[config.mk]
export PLATFORM = sky130hd
export DESIGN_NAME = tccpa_top
export DESIGN_NICKNAME = d
export VERILOG_FILES = /design/src/verilog/tccpa_pkg.sv /design/src/verilog/tccpa_top.sv
export VERILOG_INCLUDE_DIRS = /design/src /design/src/verilog
export SDC_FILE = /design/constraint.sdc
export NUM_CORES = 1
export LEC_CHECK = 0
export ABC_AREA = 1
export ABC_CLOCK_PERIOD_IN_PS = 10750
export BUFFER_PORTS_ARGS = -buffer_cell sky130_fd_sc_hd__buf_2
export CORE_ASPECT_RATIO = 0.6
export CORE_MARGIN = 8
export CORE_UTILIZATION = 35
export CTS_BUF_LIST = sky130_fd_sc_hd__clkbuf_2 sky130_fd_sc_hd__clkbuf_4 sky130_fd_sc_hd__clkbuf_8
export DETAILED_ROUTE_END_ITERATION = 10
export HOLD_SLACK_MARGIN = 0.05
export SLEW_MARGIN = 20
export SYNTH_ARGS = -nofsm -noshare
export SYNTH_HDL_FRONTEND = slang
export SYNTH_SLANG_ARGS = --single-unit
[constraint.sdc]
create_clock -name sys_clk -period 10.75 [get_ports sys_clk]
set_input_delay 1.6125 -clock sys_clk [delete_from_list [all_inputs] [get_ports sys_clk]]
set_output_delay 1.6125 -clock sys_clk [all_outputs]
set_load 0.03 [all_outputs]
[src/verilog/tccpa_regs.svh]
// Purpose: offsets, field positions and counts of the timer capture block
// Assumes: word index addressing on a 16-bit register port
// Notes: values here are referenced by name, but the read mux also spells out indices as literals
`ifndef TCCPA_REGS_SVH
`define TCCPA_REGS_SVH
// word indices
`define TCCPA_IDX_COUNTER 5'h00
`define TCCPA_IDX_CAP1 5'h01
`define TCCPA_IDX_CAP3 5'h03
`define TCCPA_IDX_CMP1 5'h04
`define TCCPA_IDX_CMP4 5'h07
`define TCCPA_IDX_SHARED 5'h08
`define TCCPA_IDX_MASTER 5'h09
`define TCCPA_IDX_EDGE 5'h0A
`define TCCPA_IDX_CHMASK 5'h0B
`define TCCPA_IDX_CHFLAG 5'h0C
`define TCCPA_IDX_FORCE 5'h0D
`define TCCPA_IDX_ACCUM 5'h0E
`define TCCPA_IDX_MISC 5'h0F
`define TCCPA_IDX_PORT 5'h10
// accumulator control byte fields
`define TCCPA_ACC_PINST 7
`define TCCPA_ACC_AUXST 6
`define TCCPA_ACC_MODE 5
`define TCCPA_ACC_POL 4
`define TCCPA_ACC_CLKHI 3
`define TCCPA_ACC_CLKLO 2
`define TCCPA_ACC_FSEL 1
// misc mask (high byte) and misc flag (low byte) fields
`define TCCPA_MISC_OVF 7
`define TCCPA_MISC_EDGE 6
`define TCCPA_MISC_TOF 5
`define TCCPA_CPR_RESET 3'h0
`define TCCPA_NCH 5
`endif

[src/verilog/tccpa_pkg.sv]
// Purpose: shared types of the timer capture block
// Assumes: constants come from tccpa_regs.svh
// Notes: no imports; use tccpa_pkg::name
package tccpa_pkg;
    // pin action of compare channels 2..5
    typedef enum logic [1:0] {
        TCCPA_ACT_NONE = 2'b00,
        TCCPA_ACT_TOGGLE = 2'b01,
        TCCPA_ACT_LOW = 2'b10,
        TCCPA_ACT_HIGH = 2'b11
    } tccpa_act_t;
    // one register port request
    typedef struct packed {
        logic wr;
        logic rd;
        logic [1:0] be;
        logic [4:0] idx;
        logic [15:0] wdata;
    } tccpa_req_t;
endpackage

[src/verilog/tccpa_top.sv]
// Purpose: capture/compare channels and pulse accumulator of a timer
// Assumes: single 50 MHz sys_clk, async active-high sys_rst
// Notes: 16-bit register port with byte enables, word index address
// Behaviour
// one 16-bit free-running counter from zero, prescaled, shared.
// selected capture edge copies counter into latch and sets flag.
// two edge bits pick rising, falling or both; zero disables.
// capture channels are independent and may latch equal values.
// capture flag always set; request only when its enable set.
// capture inputs synchronised and filtered before latching.
// pulses over two clocks captured, under one clock ignored.
// capture reads never alter latch; word read coherent, bytes allowed.
// capture repeats while flag set, latch holds newest value.
// compare equal sets compare flag; request only when enabled.
// master match sets or clears masked pins per action data.
// master action wins over another match on the same pin.
// force bit performs compare action at once without flags.
// force bits self-clear, read zero, upper byte beside pwm byte.
// select bit picks capture four or compare five; resets zero.
// shared register is latch or compare; capture use rejects writes outside test/freeze mode.
// 8-bit accumulator counts selected edges, at most clock/4.
// gated mode counts chosen clock while input active; four sources.
// sources include clock/512, aux pin and counter clock.
// edge flag on selected edge, overflow flag on wrap to zero.
// input request on counted edge, or gate end in gated mode.
// mode bit picks event or gated; polarity bit picks edge/level.
// control and count share one word, reset zero, two pin bits.
// no false compare match while a compare value is written.
// port writes latched; drive pin once compare control released.
// compare channels 2..5 toggle, drive low, high or none.
// flags stay until software clears; requests follow flags.
`include "tccpa_regs.svh"
`timescale 1ns/1ps
`default_nettype none
module tccpa_top (
    input wire logic sys_clk,
    input wire logic sys_rst,
    input wire tccpa_pkg::tccpa_req_t bus_req,
    output logic [15:0] bus_rdata,
    input wire logic test_freeze_mode,
    input wire logic [2:0] cap_pin,
    input wire logic acc_in_pin,
    input wire logic aux_clk_pin,
    input wire logic [4:0] port_pin_i,
    output logic [4:0] port_pin_o,
    output logic [4:0] port_pin_oe,
    output logic irq_req
);
    logic [15:0] cnt_r, cap_r [0:2], cmp_r [0:3], shr_r;
    logic [4:0] amask_r, adata_r, cmp_flag_r, pdir_r, plat_r, pout_r;
    logic [3:0] cap_flag_r, cap_ien_r;
    logic [4:0] cmp_ien_r;
    logic [7:0] edge_r, act_r, pwm_r, acnt_r;
    logic [4:0] actl_r;
    logic [2:0] cpr_r;
    logic ovf_ien_r, edg_ien_r, ovf_flag_r, edg_flag_r, tof_r;
    logic [8:0] div_r;
    logic [5:0] s1_r, s2_r, s3_r, flt_r, fltd_r;
    logic cnt_new_r;
    logic [4:0] pin_m_r, pin_s_r;

    // request decode
    wire wr = bus_req.wr;
    wire [4:0] idx = bus_req.idx;
    wire [15:0] wd = bus_req.wdata;
    wire bh = bus_req.be[1];
    wire bl = bus_req.be[0];
    wire wr_cnt = wr && idx == `TCCPA_IDX_COUNTER && test_freeze_mode;
    wire wr_shr = wr && idx == `TCCPA_IDX_SHARED;
    wire wr_force = wr && idx == `TCCPA_IDX_FORCE && bh;
    wire wr_flag = wr && idx == `TCCPA_IDX_CHFLAG;
    wire wr_misc = wr && idx == `TCCPA_IDX_MISC;
    wire wr_acc = wr && idx == `TCCPA_IDX_ACCUM;
    wire fsel = actl_r[`TCCPA_ACC_FSEL - 1];

    // byte-lane merge of a write
    function automatic logic [15:0] merge(input logic [15:0] o);
        merge = {bh ? wd[15:8] : o[15:8], bl ? wd[7:0] : o[7:0]};
    endfunction

    // prescaler taps: k selects clock / 2^(k+2), 7 selects aux pin
    logic [6:0] taps;
    genvar k;
    generate
        for (k = 0; k < 7; k++) begin : g_tap
            assign taps[k] = &div_r[k + 1:0];
        end
    endgenerate
    wire tick512 = &div_r;
    wire [5:0] rise = flt_r & ~fltd_r;
    wire [5:0] fall = ~flt_r & fltd_r;
    wire cc_tick = (cpr_r == 3'h7) ? rise[5] : taps[cpr_r];

    // prescaler divider, free running
    always_ff @(posedge sys_clk or posedge sys_rst) begin
        if (sys_rst) div_r <= 9'h000;
        else div_r <= div_r + 9'h001;
    end

    // main counter
    always_ff @(posedge sys_clk or posedge sys_rst) begin
        if (sys_rst) begin
            cnt_r <= 16'h0000;
            cnt_new_r <= 1'b0;
        end else begin
            cnt_new_r <= cc_tick | wr_cnt;
            if (wr_cnt) cnt_r <= merge(cnt_r);
            else if (cc_tick) cnt_r <= cnt_r + 16'h0001;
        end
    end

    // two-flop sync then filter; R7: level needs two equal samples
    always_ff @(posedge sys_clk or posedge sys_rst) begin
        if (sys_rst) begin
            {s1_r, s2_r, s3_r} <= 18'h00000;
            {flt_r, fltd_r, pin_m_r, pin_s_r} <= 22'h000000;
        end else begin
            s1_r <= {aux_clk_pin, acc_in_pin, port_pin_i[4], cap_pin};
            s2_r <= s1_r;
            s3_r <= s2_r;
            flt_r <= (flt_r & (s2_r ^ s3_r)) | (s2_r & s3_r);
            fltd_r <= flt_r;
            pin_m_r <= port_pin_i;
            pin_s_r <= pin_m_r;
        end
    end

    // edge select per capture channel, channel 4 only in capture use
    logic [3:0] cap_hit;
    generate
        for (k = 0; k < 4; k++) begin : g_cap
            assign cap_hit[k] = ((edge_r[2*k] & rise[k])
                | (edge_r[2*k+1] & fall[k])) & (k != 3 || fsel);
        end
    endgenerate

    // capture latches; R4: channels independent; R9: always overwrite
    always_ff @(posedge sys_clk or posedge sys_rst) begin
        if (sys_rst) begin
            cap_r[0] <= 16'h0000;
            cap_r[1] <= 16'h0000;
            cap_r[2] <= 16'h0000;
        end else begin
            for (int i = 0; i < 3; i++)
                if (cap_hit[i]) cap_r[i] <= cnt_r;
        end
    end

    // match only on a fresh count and never during a value write
    logic [4:0] cmp_hit, cmp_wr;
    logic [15:0] cval [0:4];
    generate
        for (k = 0; k < 4; k++) begin : g_cmp
            assign cval[k] = cmp_r[k];
            assign cmp_wr[k] = wr && idx == `TCCPA_IDX_CMP1 + 5'(k);
        end
    endgenerate
    assign cval[4] = shr_r;
    assign cmp_wr[4] = wr_shr;
    generate
        for (k = 0; k < 5; k++) begin : g_hit
            assign cmp_hit[k] = cnt_new_r && cnt_r == cval[k]
                && !cmp_wr[k] && (k != 4 || !fsel);
        end
    endgenerate

    // forced channels act like matches; R14: force bits self-clear
    wire [4:0] frc = wr_force ? wd[12:8] : 5'h00;
    wire [4:0] fire = cmp_hit | (frc & {~fsel, 4'hF});

    // per-channel action of channels 2..5 on their own pin
    logic [4:0] pnxt;
    always_comb begin
        pnxt = pout_r;
        for (int i = 1; i < 5; i++) begin
            if (fire[i]) begin
                case (tccpa_pkg::tccpa_act_t'(act_r[2*i-1 -: 2]))
                    tccpa_pkg::TCCPA_ACT_TOGGLE: pnxt[i] = ~pout_r[i];
                    tccpa_pkg::TCCPA_ACT_LOW: pnxt[i] = 1'b0;
                    tccpa_pkg::TCCPA_ACT_HIGH: pnxt[i] = 1'b1;
                    default: pnxt[i] = pout_r[i];
                endcase
            end
        end
        // master action on masked pins; R12: applied last, wins
        if (fire[0]) pnxt = (pnxt & ~amask_r) | (adata_r & amask_r);
    end

    // pins under compare control ignore the port latch
    logic [4:0] ctl;
    always_comb begin
        ctl = amask_r;
        for (int i = 1; i < 5; i++)
            ctl[i] = ctl[i] | (act_r[2*i-1 -: 2] != 2'b00);
        ctl[4] = ctl[4] & ~fsel;
    end

    // compare-driven pin state
    always_ff @(posedge sys_clk or posedge sys_rst) begin
        if (sys_rst) pout_r <= 5'h00;
        else pout_r <= pnxt;
    end

    // port drive and direction, registered
    always_ff @(posedge sys_clk or posedge sys_rst) begin
        if (sys_rst) begin
            port_pin_o <= 5'h00;
            port_pin_oe <= 5'h00;
        end else begin
            port_pin_o <= (pnxt & ctl) | (plat_r & ~ctl);
            port_pin_oe <= pdir_r;
        end
    end

    // gated clock sources; R19: /512, aux pin, counter clock
    logic gclk;
    always_comb begin
        case (actl_r[`TCCPA_ACC_CLKHI - 1 -: 2])
            2'b00: gclk = tick512;
            2'b01: gclk = rise[5];
            2'b10: gclk = cc_tick;
            default: gclk = taps[0];
        endcase
    end

    // mode and polarity; R17: event edges rate-limited by filter
    wire amode = actl_r[`TCCPA_ACC_MODE - 1];
    wire apol = actl_r[`TCCPA_ACC_POL - 1];
    wire pai_act = flt_r[4] ~^ apol;
    wire pai_edge = apol ? rise[4] : fall[4];
    wire gate_end = apol ? fall[4] : rise[4];
    wire acc_inc = amode ? (gclk & pai_act) : pai_edge;
    // event edge in event mode, gate end in gated mode
    wire acc_evt = amode ? gate_end : pai_edge;
    wire acc_wrap = acc_inc && acnt_r == 8'hFF;

    // accumulator count, word shared with control byte
    always_ff @(posedge sys_clk or posedge sys_rst) begin
        if (sys_rst) acnt_r <= 8'h00;
        else if (wr_acc && bl) acnt_r <= wd[7:0];
        else if (acc_inc) acnt_r <= acnt_r + 8'h01;
    end

    // flags set by hardware, write one clears; set wins over clear
    wire [15:0] fw = wr_flag ? ({{8{bh}}, {8{bl}}} & wd) : 16'h0000;
    wire [7:0] mw = (wr_misc && bl) ? wd[7:0] : 8'h00;
    always_ff @(posedge sys_clk or posedge sys_rst) begin
        if (sys_rst) begin
            cmp_flag_r <= 5'h00;
            cap_flag_r <= 4'h0;
            ovf_flag_r <= 1'b0;
            edg_flag_r <= 1'b0;
            tof_r <= 1'b0;
        end else begin
            // capture flag; R10: compare flag, forces excluded
            cap_flag_r <= (cap_flag_r & ~fw[11:8]) | cap_hit;
            cmp_flag_r <= (cmp_flag_r & ~fw[4:0]) | cmp_hit;
            // accumulator edge and overflow flags
            edg_flag_r <= (edg_flag_r & ~mw[`TCCPA_MISC_EDGE]) | acc_evt;
            ovf_flag_r <= (ovf_flag_r & ~mw[`TCCPA_MISC_OVF]) | acc_wrap;
            tof_r <= (tof_r & ~mw[`TCCPA_MISC_TOF])
                | (cc_tick && cnt_r == 16'hFFFF && !wr_cnt);
        end
    end

    // R10: R21: requests follow flags gated by enables
    assign irq_req = |(cap_flag_r & cap_ien_r) | |(cmp_flag_r & cmp_ien_r)
        | (ovf_flag_r & ovf_ien_r) | (edg_flag_r & edg_ien_r);

    // software configuration registers
    always_ff @(posedge sys_clk or posedge sys_rst) begin
        if (sys_rst) begin
            for (int i = 0; i < 4; i++) cmp_r[i] <= 16'h0000;
            {amask_r, adata_r, pdir_r, plat_r} <= 20'h00000;
            {edge_r, act_r, pwm_r} <= 24'h000000;
            {cap_ien_r, cmp_ien_r, ovf_ien_r, edg_ien_r} <= 11'h000;
            actl_r <= 5'h00;
            cpr_r <= `TCCPA_CPR_RESET;
        end else if (wr) begin
            case (idx)
                `TCCPA_IDX_MASTER: {amask_r, adata_r} <=
                    {bh ? wd[12:8] : amask_r, bl ? wd[4:0] : adata_r};
                `TCCPA_IDX_EDGE: {act_r, edge_r} <= merge({act_r, edge_r});
                `TCCPA_IDX_CHMASK: {cap_ien_r, cmp_ien_r} <=
                    {bh ? wd[11:8] : cap_ien_r, bl ? wd[4:0] : cmp_ien_r};
                // only the pwm byte stores
                `TCCPA_IDX_FORCE: if (bl) pwm_r <= wd[7:0];
                // select bit in accumulator control
                `TCCPA_IDX_ACCUM: if (bh) actl_r <= wd[13:9];
                `TCCPA_IDX_MISC: if (bh) begin
                    ovf_ien_r <= wd[8 + `TCCPA_MISC_OVF];
                    edg_ien_r <= wd[8 + `TCCPA_MISC_EDGE];
                    cpr_r <= wd[10:8];
                end
                `TCCPA_IDX_PORT: {plat_r, pdir_r} <=
                    {bh ? wd[12:8] : plat_r, bl ? wd[4:0] : pdir_r};
                default: begin
                    if (idx >= `TCCPA_IDX_CMP1 && idx <= `TCCPA_IDX_CMP4)
                        cmp_r[idx[1:0]] <= merge(cmp_r[idx[1:0]]);
                end
            endcase
        end
    end

    // shared register writable as compare, or in test/freeze mode
    always_ff @(posedge sys_clk or posedge sys_rst) begin
        if (sys_rst) shr_r <= 16'h0000;
        else if (cap_hit[3]) shr_r <= cnt_r;
        else if (wr_shr && (!fsel || test_freeze_mode)) shr_r <= merge(shr_r);
    end

    // read mux, no side effects; R14: force bits read zero
    logic [15:0] rmux;
    always_comb begin
        case (idx)
            `TCCPA_IDX_COUNTER: rmux = cnt_r;
            5'h01, 5'h02, `TCCPA_IDX_CAP3: rmux = cap_r[idx[1:0] - 2'h1];
            5'h04, 5'h05, 5'h06, `TCCPA_IDX_CMP4: rmux = cmp_r[idx[1:0]];
            `TCCPA_IDX_SHARED: rmux = shr_r;
            `TCCPA_IDX_MASTER: rmux = {3'h0, amask_r, 3'h0, adata_r};
            `TCCPA_IDX_EDGE: rmux = {act_r, edge_r};
            `TCCPA_IDX_CHMASK: rmux = {4'h0, cap_ien_r, 3'h0, cmp_ien_r};
            `TCCPA_IDX_CHFLAG: rmux = {4'h0, cap_flag_r, 3'h0, cmp_flag_r};
            `TCCPA_IDX_FORCE: rmux = {8'h00, pwm_r};
            // live pin levels in the top control bits
            `TCCPA_IDX_ACCUM: rmux = {flt_r[4], flt_r[5], actl_r, 1'b0,
                acnt_r};
            `TCCPA_IDX_MISC: rmux = {ovf_ien_r, edg_ien_r, 3'h0, cpr_r,
                ovf_flag_r, edg_flag_r, tof_r, 5'h00};
            `TCCPA_IDX_PORT: rmux = {3'h0, pin_s_r, 3'h0, pdir_r};
            default: rmux = 16'h0000;
        endcase
    end

    // registered read data
    always_ff @(posedge sys_clk or posedge sys_rst) begin
        if (sys_rst) bus_rdata <= 16'h0000;
        else if (bus_req.rd) bus_rdata <= rmux;
    end
endmodule
`default_nettype wire
---- Word-level counts from Yosys, hierarchy flattened ----
Index checks and enable logic that the tools add are counted.
operators by class
  reductions and logical operators ........ 79
  bitwise operators ....................... 70
  $lt $le $gt $ge ......................... 6
  multiplexer cells ....................... 40
  eq/ne operators ......................... 40
  $add $sub $neg .......................... 4
operators by type and width
  operator                                                                number
  16-bit one-hot mux with 12 select lines                                 1
  16-bit two-way mux                                                      9
  16-bit equality test                                                    5
  16-bit binary-select mux with 2-bit select                              2
  64-bit bitwise mux                                                      1
  8-bit two-way mux                                                       7
  5-bit bitwise AND                                                       8
  5-bit by 4-bit equality test with 1-bit output (second input constant)  8
  3-bit AND reduction                                                     13
  16-bit demux with 2-bit select                                          1
  1-bit logical AND                                                       31
  5-bit by 3-bit equality test with 1-bit output (second input constant)  4
  5-bit NOT                                                               4
  5-bit bitwise OR                                                        4
  6-bit bitwise AND                                                       3
  2-bit equality test (second input constant)                             9
  2-bit nonzero test                                                      9
  16-bit by 1-bit adder with 16-bit output (second input constant)        1
  1-bit bitwise AND                                                       16
  16-bit equality test (second input constant)                            1
  1-bit bitwise OR                                                        15
  1-bit one-hot mux with 3 select lines                                   5
  12-bit bitwise AND                                                      1
  12-bit two-way mux                                                      1
  other kinds (42)                                                        80
storage, ports and cells
  register bits ........................... 308
  logic and storage cells ................. 282
  input bits .............................. 38
  output and inout bits ................... 27

---- Longest topological paths before layout ----
Gate-level depths: netlist (run 1).
  depth after elaboration ................. 12
  depth in mapped cells ................... 15

---- Least setup slack after synthesis (run 1) ----
Ideal clock, no wire load.
  path kind ............................... input-to-reg
  start ................................... input port bus_req[16] in the netlist's numbering
  end ..................................... register cnt_r[8]
  stages .................................. 13
  data required time ...................... 10,623 ps
  slack ................................... 7,404 ps
  data arrival time ....................... 3,219 ps
  path through ............................ inv_2 > clkbuf_1 > ha_1 > nand2_2 > inv_2 > nand2_4 > nor3_4 > inv_2 > nand2_2 > nand2_2 > buf_4 > o211ai_1 > o21ai_1
between the ends
  longest elaborated chain between the ends .. 5
ends and longest elaborated chain
  what                                                                         RTL line          RTL
  from (decl)                                                                  tccpa_top.sv:38   input wire tccpa_pkg::tccpa_req_t bus_req,
  5-bit zero test (*)                                                          n/a
  1-bit logical AND (no source line) (*)                                       n/a
  1-bit logical AND (*)                                                        tccpa_top.sv:68   wire wr_cnt = wr && idx == `TCCPA_IDX_COUNTER && test_freeze_mode;
  2-bit != test (no source line) / 2-bit nonzero test (equally long branches)  n/a
  2-bit AND reduction (no source line)                                         n/a
  to (signal assigned)                                                         tccpa_top.sv:107  if (wr_cnt) cnt_r <= merge(cnt_r);
  to (signal assigned)                                                         tccpa_top.sv:108  else if (cc_tick) cnt_r <= cnt_r + 16'h0001;
  to (decl)                                                                    tccpa_top.sv:49   logic [15:0] cnt_r, cap_r [0:2], cmp_r [0:3], shr_r;
Every way passes the cells marked *; elsewhere a longest branch is shown, timed or not.
A chain may end at the register's enable or synchronous reset.

---- Worst setup path in the final report (run 1) ----
  start ................................... input port bus_req[17] in the netlist's numbering
  end ..................................... register cnt_r[10]
Same word-level chain as after synthesis.

==> results.toml, run 1 <==
[run_status]
status = "completed"

[yosys]
ys.flop_type = "dfrtp_1"
ys_warn_count = 0
syn-cell-area_sq_um = 15600
syn_nets = 2079
synth_seq_cells = 306
synth-edff-count = 0
ys_types = 45
ys_seq_area_frac = 0.490
avgSynthCellArea_sq_um = 7.71
synth_cells = 2026
synthArstFlopShare = 1.00

[clock_tree]
clockBufferDepth = 3
cts_sinks = 306
cts_hold_buf = 0
clkLatencyLatePin_ns = 0.62
cts_resized = 0
cts_made_buffers = 48
cts_tree = "done"
cts_setup_buffers = 0
cts_max_level = 2
root_buffer = "clkbuf_8"
clk_pin_slew_ns = 0.07

[floorplanning]
ioPinCount = 65
die-area_sq_um = 51900
core-area_sq_um = 44400
start_util = 0.352
core.rowCount = 60
die_h_microns = 180
die_width_microns = 289

[worst_setup_path]
worstPathMaxFanout = 26
path_class = "in2reg"
crit_start = "bus_req[17]"
required_ns = 11.22
crit_chain = "buf_2 -> inv_2 -> ha_1 -> nand2_2 -> inv_2 -> nand2_4 -> nor3_4 -> inv_2 -> nand2_2 -> nand2_2 -> o211ai_1 -> o21ai_1"
regToRegStartpoint = "cnt_r[5]$_DFFE_PP0P_"
critPathArrivalTime_ns = 4.63
cpPeakStageDelay_ns = 0.72
endpoint_kind = "register"
start_kind = "input pin"
critPathSlowestCell = "nor3_4"

[timing]
fmax_mhz = 240
tns_ns = 0
finalCriticalPeriod_ns = 4.16
rsz0062_at_grt = "no"
setup_ws_ns = 6.59
relSlewSlack = 0.268
worst_slew_pin_slew_ns = 1.09
final.setup_skew_ns = 0.0288
setup_viol = 0
hold_violations = 0
finalCritPeriodShare = 0.387
report.final.slew_viol_count = 0

[place]
dpl_worst_slack_ns = 6.09
port_buffers = 64
dpl.cell_count = 2610
dp_hpwl_microns = 46200
gp_congestion = 1.05

[pwr]
ir_worst_vdd_mv = 0.106
p_leak_nw = 8.42
power_density_nw_per_um2 = 225

[final_layout]
utilization = 0.392
fin_nets = 2124
fin_cells = 2697
layout_common_cells = "nand2_1, o21ai_0, dfrtp_1"
final_common_cell = "nand2_1"
area_growth_pct = 11.6
drive_above_1_share = 0.102

[detailed_routing]
wirelength_microns = 62000
drt_first_pass_iters = 9
drtIter0Drc = 2088
num_vias = 14800
wire_per_inst_microns = 23.0
drtAntennaViolNets = 0
viasPerCell = 5.48
drc_errors = 0

[global_routing]
grt.total_usage = 0.236
antenna_found_initial = 2
grt_max_degree = 154
grt-ovfl-total = 0
grt_pass1_wl_microns = 92000
grt_pass1_vias = 13800

[hold_path]
hp-class = "reg2reg"
hold_path.startpoint = "s1_r[2]$_DFF_PP0_"

[run]
maxCapViolCount = 0
sequential cells by signal, summed over array words and instances (netlist names), 6 cells and up:
name / count
div_r: 9
edge_r: 8
cmp_r: 64
cnt_r: 16
shr_r: 16
s1_r: 6
fltd_r: 6
bus_rdata: 16
flt_r: 6
act_r: 8
cap_r: 48
s2_r: 6
pwm_r: 8
s3_r: 6
acnt_r: 8
kinds of logic (layout without fill, tap and decap cells):
group,Yosys count,after routing,share of synthesized area
xor gates and xnor gates,27,27,0.0151
buffers and inverters,279,360,0.0737
DFF,306,306,0.490
AOI/OAI and AO/OA,494,494,0.175
other,0,1,0
and+or+nand+nor,905,905,0.234
adders and majority gates,15,15,0.0120
final cells by class:
| cell class | count | area [sq um] |
|---|---|---|
| Inverter | 198 | 751 |
| Antenna cell | 1 | 2.50 |
| Clock inverter | 9 | 75.1 |
| Tap cell | 589 | 737 |
| Clock buffer | 77 | 953 |
| Multi-Input combinational cell | 1441 | 6830 |
| Fill cell | 4704 | 27000 |
| Timing Repair Buffer | 76 | 423 |
| Sequential cell | 306 | 7660 |
final timing paths:
kind | end | slack [ns] | depth (start not counted)
worst max-delay path | cnt_r[10]$_DFFE_PP0P_ | 6.59 | 12
worst min register to register | s2_r[2]$_DFF_PP0_ | 0.35 | 0
worst min-delay path | s2_r[2]$_DFF_PP0_ | 0.35 | 0
max in group asynchronous | pin_m_r[2]$_DFF_PP0_ | 7.51 | 4
worst max register to register | pout_r[2]$_DFF_PP0_ | 7.80 | 10
min in group asynchronous | cap_r[18]$_DFFE_PP0P_ | 1.14 | 2
through the flow:
stage	total power, mW	hold WS [ns]	instance area [sq um]
global route	4.11	0.351	17400
floorplan	2.31	0.331	15600
CTS	3.87	0.349	17400
detailed placement	2.78	0.335	16400
finish	3.91	0.346	17400
global placement	2.77	0.332	16400
critical path: cells and delay by family:
kind | cells | cell delay (ns)
and+or+nand+nor | 5 | 1.32
buffers and inverters | 4 | 1.08
adders and majority gates | 1 | 0.33
AOI/OAI and AO/OA | 2 | 0.24
power by group:
part / leakage, nW / internal (mW) / switching [mW]
Sequential: 3.84 / 1.41 / 0.285
Clock: 0.548 / 0.585 / 0.503
Combinational: 4.04 / 0.310 / 0.817
routing by layer:
layer,GRT usage,wire length (microns),vias up,share of wire
li1,-,-,6696,-
met5,0.0192,162,-,0.0026
met3,0.100,9110,104,0.15
met2,0.282,21900,891,0.35
met1,0.372,29500,7093,0.48
met4,0.0528,1330,6,0.021
cells in the mapped netlist, types with 2 or more instances:
library cell  instances  area share
a211oi_1              7      0.0034
a21o_1                7      0.0034
a21oi_1              63       0.020
a221oi_1             11      0.0062
a22o_1                2      0.0011
a22oi_2               3      0.0024
a31oi_1               2     0.00080
a32oi_1               2      0.0011
and2_1                4      0.0016
buf_2                41       0.013
buf_4                10      0.0048
buf_6                 2      0.0014
clkbuf_1             27      0.0065
clkinv_1              5      0.0012
dfrtp_1             306        0.49
ha_1                 15       0.012
inv_1               176       0.042
inv_2                17      0.0041
nand2_1             675        0.16
nand2_2              10      0.0040
nand3_1              42       0.013
nand3b_1              4      0.0019
nand4_1              18      0.0072
nor2_1              114       0.027
nor2_2                7      0.0028
nor2_4                2      0.0014
nor3_1               17      0.0054
nor3_4                2      0.0021
nor4_1                4      0.0016
o2111ai_1             5      0.0028
o211ai_1             25       0.012
o21a_1               11      0.0053
o21ai_0             312        0.10
o21ai_1              23      0.0074
o22ai_1              18      0.0072
or2_2                 3      0.0012
xnor2_1               5      0.0028
xor2_1               22       0.012
No activity file was read; power rests on OpenSTA's default activity.
==> run 2, diff against run 1 <==
- ABC_CLOCK_PERIOD_IN_PS: 10750 -> 3500
- clock period: 10.75 -> 3.5 ns (I/O delays scaled with it)
==> run 2 against run 1 <==
  * Critical path depth decreased by 2
  * Via count up 0.20%
  * Clock skew is 0.0044 ns higher
  * Sequential cell count stayed put
  * Largest cell class unchanged
==> results.toml, run 2 (synthesis results as in run 1) <==
[global_routing]
grt-ovfl-total = 0
grt_pass1_vias = 13800
grt_pass1_wl_microns = 90100
grt.total_usage = 0.228
grt_max_degree = 71
antenna_found_initial = 1

[final_layout]
area_growth_pct = 14.2
reg.largest.list = "cmp_r (64), cap_r (48)"
layout_common_cells = "nand2_1, o21ai_0, dfrtp_1"
largest_reg_flops = 64
largest-register = "cmp_r"
fin_nets = 2168
final_common_cell = "nand2_1"
drive_above_1_share = 0.117

[floorplanning]
die-area_sq_um = 51900
die_h_microns = 180
start_util = 0.352
core.rowCount = 60
core-area_sq_um = 44400
die_width_microns = 289
ioPinCount = 65

[pwr]
p_comb_frac = 0.287
power_density_nw_per_um2 = 670
p_int_mw = 7.16
swShare = 0.401
p_leak_nw = 8.64
power_frac_seq = 0.431
total_power_mw = 12.0
power_switching_mw = 4.80
clockPowerShare = 0.282
ir_worst_vdd_mv = 0.377

[clock_tree]
cts_made_buffers = 49
clkLatencyLatePin_ns = 0.63
clockBufferDepth = 3
root_buffer = "clkbuf_8"
cts_tree = "done"
cts_max_level = 2
cts_sinks = 306
clk_pin_slew_ns = 0.07

[detailed_routing]
num_vias = 14800
wirelength_microns = 60300
drtAntennaViolNets = 0
drc_errors = 0
drt_first_pass_iters = 6
viasPerCell = 5.40
wire_per_inst_microns = 21.9
drtIter0Drc = 1867

[worst_setup_path]
reg2reg_slack_ns = 0.71
path_class = "reg2reg"
crit_start = "cnt_r[5]$_DFFE_PP0P_"
regToRegStartpoint = "cnt_r[5]$_DFFE_PP0P_"
ff2ff_path_depth = 10
start_kind = "register"
required_ns = 4.01
worstPathMaxFanout = 11
r2r_end = "pout_r[2]$_DFF_PP0_"
crit_buf_inv = 1
critPathArrivalTime_ns = 3.30
critPathSlowestCell = "dfrtp_1"
endpoint_kind = "register"
cpPeakStageDelay_ns = 0.60
crit_chain = "inv_1 -> nand2_1 -> nand2_1 -> nor2_1 -> nand3_1 -> nor2_1 -> nand3_1 -> nand2_2 -> nand3b_1 -> and2_1"
critPathTopFamily = "simple AND/OR/NAND/NOR gates"

[timing]
setup_viol = 0
setup_ws_ns = 0.708
report.final.slew_viol_count = 0
hold_violations = 0
tns_ns = 0
finalCriticalPeriod_ns = 2.79
relSlewSlack = 0.429
finalCritPeriodShare = 0.798
final.setup_skew_ns = 0.0331
worst_slew_pin_slew_ns = 0.852
fmax_mhz = 358
rsz0062_at_grt = "no"

[place]
dp_hpwl_microns = 45600
gp_congestion = 0.991
port_buffers = 64
dpl_worst_slack_ns = 0.533

[run_status]
status = "completed"

[hold_path]
hp-class = "in2async"

[run]
maxCapViolCount = 0
[run 2: worst reg2reg max path: cells and delay by family, from the launching register on]
kind          cells  cell delay, ns
buf+inv           1            0.40
flops             1            0.60
simple gates      9            1.68
[run 2: power by group through the flow]
stage               Clock [mW]  Sequential, mW  Combinational [mW]
floorplan                    0            4.86                2.25
global placement             0            5.16                3.26
detailed placement           0            5.18                3.31
CTS                       3.43            5.12                3.33
global route              3.60            5.24                3.77
finish                    3.37            5.15                3.43
[run 2: cell type report]
type	count	area [sq um]
Fill cell	4622	26600
Sequential cell	306	7660
Multi-Input combinational cell	1441	6830
Clock buffer	77	991
Timing Repair Buffer	119	783
Inverter	198	747
Tap cell	589	737
Clock inverter	14	82.6
Antenna cell	2	5.00
[run 2: through the flow]
stage | std cells | cell area (sq um) | util | hold slack, ns
after floorplan | 2026 | 15600 | - | 0.331
after global placement | 2643 | 16700 | 0.375 | 0.332
after detailed placement | 2643 | 16700 | 0.375 | 0.335
after CTS | 2744 | 17800 | 0.401 | 0.0537
after global routing | 2744 | 17800 | 0.401 | 0.0760
final | 2746 | 17800 | 0.401 | 0.0596
[run 2: routing by layer]
metal / track usage / wire length [microns] / vias up
li1: - / - / 6785
met1: 0.365 / 28600 / 7128
met2: 0.282 / 22200 / 820
met3: 0.0821 / 8380 / 83
met4: 0.0498 / 1130 / 4
met5: 0 / 27 / -
[run 2: what timing repair did]
item	4_1_cts	5_1_grt
hold buffers	10	0
setup buffers	0	0
endpoints found under the hold margin	10	0
resized for setup	0	0
[run 2: worst max path at each step]
stage	end	slack [ns]	cells past startpoint
floorplan	acnt_r[0]$_DFFE_PP0P_	-1.10	1
global placement	bus_rdata[11]$_DFFE_PP0P_	0.54	10
detailed placement	bus_rdata[11]$_DFFE_PP0P_	0.53	10
CTS	pout_r[2]$_DFF_PP0_	0.91	12
global route	port_pin_o[3]$_DFF_PP0_	0.58	13
finish	pout_r[2]$_DFF_PP0_	0.71	10
